`config.mk`:
```
export PLATFORM = sky130hd
export DESIGN_NAME = fiav_autovector
export DESIGN_NICKNAME = d
export VERILOG_FILES = /design/src/fiav_pkg.sv /design/src/fiav_prio_enc.sv /design/src/fiav_autovector.sv
export SDC_FILE = /design/constraint.sdc
export NUM_CORES = 1
export LEC_CHECK = 0
export BUFFER_PORTS_ARGS = -buffer_cell sky130_fd_sc_hd__buf_2
export CORE_ASPECT_RATIO = 1.2
export CORE_MARGIN = 2
export CORE_UTILIZATION = 47
export DETAILED_ROUTE_END_ITERATION = 6
export GPL_ROUTABILITY_DRIVEN = 0
export PLACE_DENSITY = 0.83
export SLEW_MARGIN = 15
export SYNTH_ARGS = -nofsm -noshare
export SYNTH_HDL_FRONTEND = slang
export SYNTH_SLANG_ARGS = --single-unit
export TNS_END_PERCENT = 20
```
`constraint.sdc`:
```
create_clock -name aclk -period 2 [get_ports aclk]
set_input_delay 0 -clock aclk [delete_from_list [all_inputs] [get_ports aclk]]
set_output_delay 0 -clock aclk [all_outputs]
set_load 0.02 [all_outputs]
```
`src/fiav_pkg.sv`:
```
package fiav_pkg;
  // Source index order equals priority order, 0 is highest
  localparam int unsigned NUM_SRC = 14;
  localparam int unsigned SRC_W = 4;
  // Vector bytes
  localparam logic [7:0] VEC_BASE = 8'h80;
  localparam logic [7:0] VEC_STEP = 8'h04;
  localparam logic [7:0] VEC_NONE = 8'h00;
  // Program memory locations of the shared interrupt entry
  localparam logic [15:0] ENTRY_ADDR = 16'h0053;
  localparam logic [15:0] PAGE_ADDR = 16'h0054;
  localparam logic [15:0] VECLO_ADDR = 16'h0055;
  // Register map (byte addresses)
  localparam logic [3:0] SETUP_OFS = 4'h0;
  localparam logic [3:0] STATUS_OFS = 4'h4;
  localparam logic [3:0] PAGE_OFS = 4'h8;
  localparam logic [3:0] FIXED_OFS = 4'hc;
  localparam int unsigned SETUP_AV_BIT = 0;
  localparam int unsigned STATUS_PEND_BIT = 16;
  localparam logic SETUP_RST = 1'b0;
  localparam logic [7:0] PAGE_RST = 8'h00;
  localparam logic [7:0] FIXED_RST = 8'h00;
  localparam logic [1:0] RESP_OKAY = 2'b00;
  localparam logic [1:0] RESP_SLVERR = 2'b10;
endpackage : fiav_pkg

```
`src/fiav_prio_enc.sv`:
```
`timescale 1ns/100ps
module fiav_prio_enc (
  // Sources, bit 0 highest priority
  input wire logic [13:0] src,
  // Result
  output logic any,
  output logic [3:0] idx,
  output logic [7:0] vec
);
  function automatic logic [7:0] fiav_vec_of(input logic [3:0] i);
    fiav_vec_of = fiav_pkg::VEC_BASE + 8'(fiav_pkg::VEC_STEP * {4'h0, i});
  endfunction : fiav_vec_of

  always_comb begin
    any = 1'b0;
    idx = 4'h0;
    for (int i = fiav_pkg::NUM_SRC - 1; i >= 0; i--) begin
      if (src[i]) begin
        any = 1'b1;
        idx = 4'(i);
      end
    end
    vec = any ? fiav_vec_of(idx) : fiav_pkg::VEC_NONE;
  end
endmodule : fiav_prio_enc

```
`src/fiav_autovector.sv`:
```
// What this block does
// - Fourteen sources rank: level flags ep2..ep8, empty flags, full flags, done, trigger.
// - Level flags of endpoints 2,4,6,8 encode to 80,84,88,8c.
// - Empty flags of endpoints 2,4,6,8 encode to 90,94,98,9c.
// - Full flags of endpoints 2,4,6,8 encode to a0,a4,a8,ac.
// - Waveform done encodes to b0 and waveform trigger to b4, the lowest two.
// - With autovector enabled the fetched byte is replaced by the top pending vector.
// - The vector is the low byte at 0055, the software page byte sits at 0054.
// - The core jumps to 0053 after pushing its program counter; the entry holds a jump.
//
// Implementation choices: register access over AXI4-Lite and the register offsets.
`timescale 1ns/100ps
module fiav_autovector (
  // Clock and reset
  input wire logic aclk,
  input wire logic aresetn,
  // AXI4-Lite slave
  input wire logic [3:0] s_axi_awaddr,
  input wire logic s_axi_awvalid,
  output logic s_axi_awready,
  input wire logic [31:0] s_axi_wdata,
  input wire logic [3:0] s_axi_wstrb,
  input wire logic s_axi_wvalid,
  output logic s_axi_wready,
  output logic [1:0] s_axi_bresp,
  output logic s_axi_bvalid,
  input wire logic s_axi_bready,
  input wire logic [3:0] s_axi_araddr,
  input wire logic s_axi_arvalid,
  output logic s_axi_arready,
  output logic [31:0] s_axi_rdata,
  output logic [1:0] s_axi_rresp,
  output logic s_axi_rvalid,
  input wire logic s_axi_rready,
  // Interrupt sources from the endpoint FIFOs and waveform engine
  input wire logic ep_two_level_flag,
  input wire logic ep_four_level_flag,
  input wire logic ep_six_level_flag,
  input wire logic ep_eight_level_flag,
  input wire logic ep_two_empty_flag,
  input wire logic ep_four_empty_flag,
  input wire logic ep_six_empty_flag,
  input wire logic ep_eight_empty_flag,
  input wire logic ep_two_full_flag,
  input wire logic ep_four_full_flag,
  input wire logic ep_six_full_flag,
  input wire logic ep_eight_full_flag,
  input wire logic waveform_done_irq,
  input wire logic waveform_trigger_irq,
  // Core code fetch
  input wire logic fetch_valid,
  input wire logic [15:0] fetch_addr,
  input wire logic [7:0] fetch_mem_data,
  output logic [7:0] fetch_data,
  // Shared interrupt line and live vector
  output logic shared_irq,
  output logic [7:0] shared_irq_vector_byte
);
  logic [13:0] src;
  logic any;
  logic [3:0] idx;
  logic [7:0] vec;
  logic autovector_enable;
  logic [7:0] page_byte;
  logic [7:0] fixed_byte;
  logic aw_held;
  logic w_held;
  logic [3:0] aw_addr;
  logic [31:0] w_data;
  logic [3:0] w_strb;
  logic do_write;
  logic [7:0] next_fetch;

  // Index order is priority order
  assign src = {waveform_trigger_irq, waveform_done_irq,
                ep_eight_full_flag, ep_six_full_flag, ep_four_full_flag, ep_two_full_flag,
                ep_eight_empty_flag, ep_six_empty_flag, ep_four_empty_flag, ep_two_empty_flag,
                ep_eight_level_flag, ep_six_level_flag, ep_four_level_flag, ep_two_level_flag};

  fiav_prio_enc u_enc (
    .src(src),
    .any(any),
    .idx(idx),
    .vec(vec)
  );

  always_ff @(posedge aclk) begin
    if (!aresetn) begin
      shared_irq <= 1'b0;
      shared_irq_vector_byte <= fiav_pkg::VEC_NONE;
    end else begin
      shared_irq <= any;
      shared_irq_vector_byte <= vec;
    end
  end

  // Fetch substitution; the core itself vectors to the entry and pushes its PC
  always_comb begin
    next_fetch = fetch_mem_data;
    if (fetch_addr == fiav_pkg::VECLO_ADDR) begin
      if (autovector_enable && any) begin
        next_fetch = vec;
      end else begin
        next_fetch = fixed_byte;
      end
    end else if (fetch_addr == fiav_pkg::PAGE_ADDR) begin
      next_fetch = page_byte;
    end
  end

  // One cycle fetch latency, matching a registered program memory
  always_ff @(posedge aclk) begin
    if (!aresetn) begin
      fetch_data <= 8'h00;
    end else if (fetch_valid) begin
      fetch_data <= next_fetch;
    end
  end

  // Write channel: address and data taken in either order
  assign do_write = aw_held && w_held && !s_axi_bvalid;

  always_ff @(posedge aclk) begin
    if (!aresetn) begin
      s_axi_awready <= 1'b0;
      aw_held <= 1'b0;
      aw_addr <= 4'h0;
    end else begin
      s_axi_awready <= !aw_held && !s_axi_awready && s_axi_awvalid;
      if (s_axi_awvalid && s_axi_awready) begin
        aw_held <= 1'b1;
        aw_addr <= s_axi_awaddr;
      end else if (do_write) begin
        aw_held <= 1'b0;
      end
    end
  end

  always_ff @(posedge aclk) begin
    if (!aresetn) begin
      s_axi_wready <= 1'b0;
      w_held <= 1'b0;
      w_data <= 32'h0;
      w_strb <= 4'h0;
    end else begin
      s_axi_wready <= !w_held && !s_axi_wready && s_axi_wvalid;
      if (s_axi_wvalid && s_axi_wready) begin
        w_held <= 1'b1;
        w_data <= s_axi_wdata;
        w_strb <= s_axi_wstrb;
      end else if (do_write) begin
        w_held <= 1'b0;
      end
    end
  end

  always_ff @(posedge aclk) begin
    if (!aresetn) begin
      autovector_enable <= fiav_pkg::SETUP_RST;
      page_byte <= fiav_pkg::PAGE_RST;
      fixed_byte <= fiav_pkg::FIXED_RST;
      s_axi_bvalid <= 1'b0;
      s_axi_bresp <= fiav_pkg::RESP_OKAY;
    end else begin
      if (s_axi_bvalid && s_axi_bready) begin
        s_axi_bvalid <= 1'b0;
      end
      if (do_write) begin
        s_axi_bvalid <= 1'b1;
        s_axi_bresp <= fiav_pkg::RESP_OKAY;
        if (aw_addr == fiav_pkg::SETUP_OFS) begin
          if (w_strb[0]) begin
            autovector_enable <= w_data[fiav_pkg::SETUP_AV_BIT];
          end
        end else if (aw_addr == fiav_pkg::PAGE_OFS) begin
          if (w_strb[0]) begin
            page_byte <= w_data[7:0];
          end
        end else if (aw_addr == fiav_pkg::FIXED_OFS) begin
          if (w_strb[0]) begin
            fixed_byte <= w_data[7:0];
          end
        end else if (aw_addr != fiav_pkg::STATUS_OFS) begin
          s_axi_bresp <= fiav_pkg::RESP_SLVERR;
        end
      end
    end
  end

  // Read channel; status is read-only, writes to it are ignored
  always_ff @(posedge aclk) begin
    if (!aresetn) begin
      s_axi_arready <= 1'b0;
      s_axi_rvalid <= 1'b0;
      s_axi_rdata <= 32'h0;
      s_axi_rresp <= fiav_pkg::RESP_OKAY;
    end else begin
      s_axi_arready <= !s_axi_arready && !s_axi_rvalid && s_axi_arvalid;
      if (s_axi_rvalid && s_axi_rready) begin
        s_axi_rvalid <= 1'b0;
      end
      if (s_axi_arvalid && s_axi_arready) begin
        s_axi_rvalid <= 1'b1;
        s_axi_rresp <= fiav_pkg::RESP_OKAY;
        s_axi_rdata <= 32'h0;
        if (s_axi_araddr == fiav_pkg::SETUP_OFS) begin
          s_axi_rdata[fiav_pkg::SETUP_AV_BIT] <= autovector_enable;
        end else if (s_axi_araddr == fiav_pkg::STATUS_OFS) begin
          s_axi_rdata <= {15'h0, any, 2'h0, src};
          s_axi_rdata[31:24] <= vec;
        end else if (s_axi_araddr == fiav_pkg::PAGE_OFS) begin
          s_axi_rdata[7:0] <= page_byte;
        end else if (s_axi_araddr == fiav_pkg::FIXED_OFS) begin
          s_axi_rdata[7:0] <= fixed_byte;
        end else begin
          s_axi_rresp <= fiav_pkg::RESP_SLVERR;
        end
      end
    end
  end
endmodule : fiav_autovector

```
==> results of run 1 <==
cell families after synthesis:
family	count (synthesis)	share of synthesized area [%]
compound gates	91	18.7
other cells	1	0.111
buf+inv	48	8.08
flops	71	42.1
mux	17	5.67
simple gates	165	25.3
per-stage QoR:
stage / setup WS, ns / area [um^2]
2_1_floorplan: 0.457 / 3430
3_3_place_gp: 0.326 / 3860
3_5_place_dp: 0.283 / 3860
4_1_cts: 0.175 / 4340
5_1_grt: 0.0852 / 4350
6_report: 0.185 / 4350
state kept, by name (all words and copies together) (netlist names):
name and cells:
s_axi_bresp 1, aw_addr 4, fixed_byte 8, s_axi_rdata 19, s_axi_rvalid 1, s_axi_rresp 1
s_axi_bvalid 1, fetch_data 8, s_axi_arready 1, w_data 8, page_byte 8, shared_irq 1
w_strb 1, s_axi_wready 1, w_held 1, shared_irq_vector_byte 4, aw_held 1, autovector_enable 1
s_axi_awready 1
area by class of cell:
class	count	area, um^2	area share, %
clock buffers	10	138	3.16
repair buffers	139	863	19.9
flip-flops and latches	71	1420	32.7
clock inverters	5	33.8	0.777
multi-input cells	290	1750	40.2
inverters	10	37.5	0.863
well taps	87	109	2.50
tightest hold or removal path, stage by stage:
cell	delay, ns
buf_2	0.08
nand2_1	0.04
o311a_1	0.11
a31oi_1	0.10
final timing paths:
kind                     start       endpoint  slack, ns  cells past startpoint
max           ep_six_full_flag  fetch_data[4]       0.19                      7
min          fetch_mem_data[3]  fetch_data[3]       0.02                      4
max reg2reg       s_axi_bvalid   page_byte[5]       0.23                      5
min reg2reg       s_axi_rvalid  s_axi_arready       0.45                      1
routing by layer:
layer / wire length, um / vias up / global-route usage, %
li1: - / 1601 / -
met1: 3560 / 1488 / 25.9
met2: 4410 / 108 / 38.8
met3: 493 / 12 / 4.20
met4: 100 / 0 / 7.82
met5: 0 / - / 0
timing repair:
| item | 4_1_cts | 5_1_grt |
|---|---|---|
| gates resized for setup | 0 | 1 |
| endpoints found under the hold margin | 27 | 0 |
| endpoints found under the setup margin | 0 | 4 |
| hold buffers | 31 | 0 |
power groups by stage:
stage	Clock (mW)	Combinational, mW	Sequential (mW)
3_3_place_gp	0	0.294	1.50
2_1_floorplan	0	0.180	1.52
6_report	1.02	0.350	1.46
4_1_cts	1.03	0.344	1.46
5_1_grt	1.09	0.384	1.47
3_5_place_dp	0	0.300	1.50
synthesized netlist by cell type (all sizes together) (6+ instances only):
cell,number,area (um^2)
dfxtp,71,1420
nand2,69,259
nor2b,26,163
a21boi,25,188
buf,24,170
nor2,21,78.8
o21ai,19,95.1
a22oi,14,105
clkbuf,12,46.3
inv,10,37.5
mux2i,9,90.1
a31oi,7,43.8
mux2,7,78.8
a21oi,6,30.0
nor3b,6,50.1
nor4,6,58.8
==> impl_metrics.py, run 1 <==
metrics = {
    "placement": {
        "hpwl_um": 6110,
        "portBuffers": 103,
        "dp_cells": 566,
    },
    "logic_synthesis": {
        "synth_area_um2": 3370,
        "ys.flop_type": "dfxtp_1",
        "ys_seq_elements": 71,
        "synth_edf_count": 0,
        "syn_avg_cell_area_um2": 8.59,
        "syn_inst": 393,
        "seq_area_frac_synth_pct": 42.1,
        "yosys_warnings": 0,
        "synth_cell_types": 53,
        "ys_async_sr_fraction_pct": 0,
    },
    "clocking": {
        "cts_tree": "built",
        "cts.reportedPaths.clkPinSlew_ns": 0.08,
        "cts_buffers": 9,
        "clk_latency_ns": 0.35,
        "post_cts.repair.setup_buffers": 0,
        "htreeDepth": 3,
        "cts_sinks": 71,
        "cts-root-buf": "clkbuf_8",
        "cts_buffer_depth": 2,
    },
    "floorplan": {
        "initial_utilization_pct": 48.9,
        "core_um2": 6900,
        "chipWidth_um": 81.4,
        "rows": 33,
        "dieArea_um2": 7880,
        "fp.dieH_um": 96.8,
        "ios": 148,
    },
    "cells_and_area": {
        "n_fill_cell": 590,
        "postLayoutCoreUtil_pct": 63.1,
        "layout-drive-gt1-share_pct": 26.3,
        "diodes": 0,
        "layout_common_cells": "103 x buf_2, 71 x dfxtp_1, 69 x nand2_1, 31 x dlygate4sd3_1, 26 x nor2b_1",
        "instances_no_fill": 612,
        "area_growth_pct": 28.9,
        "final_common_cell": "buf_2",
        "fin_nets": 611,
    },
    "sta": {
        "fin_crit_sh_pct": 90.7,
        "hold_slack_ns": 0.0182,
        "setup_tns_ns": 0,
        "worst_pin_slew_ns": 0.727,
        "period_needed_ns": 1.81,
        "rsz0062_at_grt": "no",
        "drv_slew": 0,
        "final_hold_viol_count": 0,
        "setup_violations": 0,
        "fmax_ghz": 0.551,
        "slew_headroom_pct": 50.9,
        "fin_skew_ns": 0.0131,
    },
    "grt": {
        "track_usage_pct": 22.0,
        "grt_antenna_before_repair": 0,
        "grt_pass1_wl_um": 14000,
        "grt_pass1_vias": 3112,
        "overflow": 0,
        "grt_max_degree": 38,
    },
    "critical_path": {
        "path_cells": "dlygate4sd3_1 -> buf_2 -> or4_1 -> o21ai_1 -> nand4_1 -> a311o_1 -> a31oi_1",
        "worst_ep_required_time_ns": 2.28,
        "cp.buffers_inverters": 2,
        "arrival_ns": 2.09,
        "cp-end-kind": "flip-flop",
        "crit_family": "compound AO/OA/AOI/OAI gates",
        "cp-start-kind": "input port",
        "crit_type": "input port to flip-flop",
        "crit_path_max_incr_delay_ns": 0.54,
        "crit_slowest_cell": "dlygate4sd3_1",
        "cp_max_fo": 5,
    },
    "power_and_ir_drop": {
        "p_leak_nw": 1.86,
        "powerDensity_nw_per_um2": 651,
        "p_seq_share_pct": 51.7,
        "peakVddDrop_mv": 0.456,
        "internal_power_mw": 2.07,
        "swShare_pct": 26.8,
        "power.share.clock_pct": 35.9,
        "switchingPower_mw": 0.759,
        "p_comb_share_pct": 12.3,
        "power_mw": 2.83,
    },
    "routing": {
        "drc": 0,
        "vias": 3209,
        "wl_per_cell_um": 14.0,
        "drtAntennaViolNets": 0,
        "drtIter0Drc": 187,
        "via_per_inst": 5.24,
        "firstDrtPassIters": 4,
        "postRouteWirelength_um": 8560,
    },
    "min_path": {
        "hold_path_class": "input port to flip-flop",
    },
    "job": {
        "maxCapViolations": 0,
    },
    "status": {
        "status": "completed",
    },
}
(Power assumes the default switching activity.)
==> run 2: changes to the inputs <==
CELL_PAD_IN_SITES_DETAIL_PLACEMENT = 1   (was unset)
CELL_PAD_IN_SITES_GLOBAL_PLACEMENT = 2   (was unset)
CORE_UTILIZATION = 26   (was 47)
==> run 2 against run 1 <==
  * Fmax decreased by 4.5%
  * Clock-buffer cell count increased by 1
  * Via count decreased by 0.12%
  * Largest cell class unchanged
  * Cell count increased by 13%
  * Power increased by 24%
  * Global-route usage decreased by 7.0 points
  * Die area increased by 77%
  * Clock power increased by 64%
  * Combinational power increased by 3%
  * First-iteration DRC count decreased by 70%
  * Hold slack improved by 0.017 ns
==> impl_metrics.py, run 2 (synthesized netlist as in run 1, its figures left out) <==
metrics = {
    "cells_and_area": {
        "seq_area_um2": 1420,
        "postLayoutCoreUtil_pct": 36.4,
        "multi_input_area_um2": 1750,
        "layout_common_cells": "103 x buf_2, 71 x dfxtp_1, 69 x nand2_1, 30 x dlygate4sd3_1, 26 x nor2b_1",
        "final_common_cell": "buf_2",
        "fin_area_um2": 4610,
        "diodes": 0,
        "max_flop_register": "s_axi_rdata",
        "n_fill_cell": 1516,
        "largest_register_ffs": 19,
        "area_growth_pct": 36.6,
        "fin_nets": 614,
        "layout-drive-gt1-share_pct": 27.0,
    },
    "grt": {
        "grt_antenna_before_repair": 0,
        "overflow": 0,
        "grt_pass1_wl_um": 16400,
        "grt_pass1_vias": 3293,
        "track_usage_pct": 15.0,
        "grt_max_degree": 25,
    },
    "clocking": {
        "cts_buffer_depth": 2,
        "clk_latency_ns": 0.33,
        "cts_buffers": 9,
        "htreeDepth": 3,
        "cts-root-buf": "clkbuf_16",
        "cts_tree": "built",
        "cts_sinks": 71,
        "cts.reportedPaths.clkPinSlew_ns": 0.06,
    },
    "sta": {
        "fin_skew_ns": 0.0100,
        "fmax_ghz": 0.527,
        "rsz0062_at_grt": "no",
        "drv_slew": 0,
        "final_hold_viol_count": 0,
        "fin_crit_sh_pct": 95.0,
        "setup_tns_ns": 0,
        "fin_ws_ns": 0.101,
        "worst_pin_slew_ns": 0.764,
        "setup_violations": 0,
        "slew_headroom_pct": 48.4,
        "period_needed_ns": 1.90,
    },
    "routing": {
        "drc": 0,
        "via_per_inst": 4.62,
        "firstDrtPassIters": 4,
        "vias": 3205,
        "wl_per_cell_um": 14.7,
        "drtIter0Drc": 57,
        "postRouteWirelength_um": 10200,
        "drtAntennaViolNets": 0,
    },
    "power_and_ir_drop": {
        "powerDensity_nw_per_um2": 759,
        "power_mw": 3.50,
        "peakVddDrop_mv": 0.431,
        "p_leak_nw": 1.95,
    },
    "critical_path": {
        "worst_ep_required_time_ns": 2.26,
        "cp-start-kind": "input port",
        "path_cells": "dlygate4sd3_1 -> buf_2 -> or4_1 -> o21ai_1 -> nand4_1 -> a311o_1 -> a31oi_1",
        "arrival_ns": 2.16,
        "crit_slowest_cell": "or4_1",
        "cp-end-kind": "flip-flop",
        "crit_path_max_incr_delay_ns": 0.54,
        "cp_max_fo": 5,
        "crit_type": "input port to flip-flop",
    },
    "floorplan": {
        "dieArea_um2": 13900,
        "ios": 148,
        "core_um2": 12700,
        "rows": 45,
        "chipWidth_um": 108,
        "initial_utilization_pct": 26.6,
        "fp.dieH_um": 129,
    },
    "placement": {
        "hpwl_um": 7710,
        "post_dp_cell_area_um2": 3990,
        "dp_slack_ns": 0.274,
        "portBuffers": 103,
    },
    "status": {
        "status": "completed",
    },
    "job": {
        "maxCapViolations": 0,
    },
    "min_path": {
        "hold_path_class": "input port to flip-flop",
    },
}
==> run 2: changes by cell type in the layout (fill, tap and decap cells not counted) <==
cell / before / now
clkbuf_16: 0 / 9
clkinvlp_4: 2 / 1
clkinv_2: 2 / 0
buf_4: 5 / 9
dlygate4sd3_1: 31 / 30
clkinv_4: 0 / 2
bufinv_16: 0 / 1
clkbuf_8: 10 / 2
==> run 2: path summary, 6_finish.rpt <==
kind,to,slack (ns),depth (start not counted),startpoint
worst max-delay path,fetch_data[4],0.10,7,ep_eight_full_flag
worst min-delay path,fetch_data[2],0.03,3,fetch_mem_data[2]
worst max register to register,fixed_byte[1],0.40,5,w_held
worst min register to register,s_axi_arready,0.45,1,s_axi_rvalid
==> run 2: metrics by stage <==
step | hold WS [ns] | cells
after global routing | 0.0542 | 693
final | 0.0349 | 693
after detailed placement | 0.255 | 647
after CTS | 0.00820 | 693
after global placement | 0.245 | 647
after floorplan | 0.118 | 409
==> run 2: repair_timing <==
action,in CTS,in global routing
hold buffers,30,0
gates resized for setup,0,1
hold endpoints to repair,28,0
setup endpoints to repair,0,4
setup buffers,0,0
==> run 2: worst max-delay path: cells and delay by family <==
| kind | cells | cell delay (ns) |
|---|---|---|
| compound gates | 3 | 0.78 |
| buf+inv | 2 | 0.69 |
| simple gates | 2 | 0.68 |
==> run 2: final cells by class <==
| type | count | share of cell area [%] |
|---|---|---|
| clock buffers | 11 | 5.48 |
| multi-input cells | 290 | 37.9 |
| inverters | 10 | 0.814 |
| repair buffers | 142 | 19.2 |
| clock inverters | 5 | 1.38 |
| flip-flops and latches | 71 | 30.8 |
| well taps | 164 | 4.45 |
==> run 2: per-layer routing <==
layer / global-route usage (%) / part of all wire (%) / wire (um) / vias to the layer above
met5: 0 / 0 / 0 / -
met4: 4.98 / 1.7 / 169 / 0
met3: 3.19 / 3.9 / 401 / 15
met2: 27.2 / 52 / 5260 / 68
met1: 17.4 / 43 / 4340 / 1515
li1: - / - / - / 1607
==> run 2: report_power, final <==
| part | total (mW) | switching, mW | internal, mW |
|---|---|---|---|
| clock | 1.67 | 0.628 | 1.04 |
| sequential | 1.47 | 0.0217 | 1.45 |
| combinational | 0.360 | 0.205 | 0.155 |
| total | 3.50 | 0.855 | 2.64 |
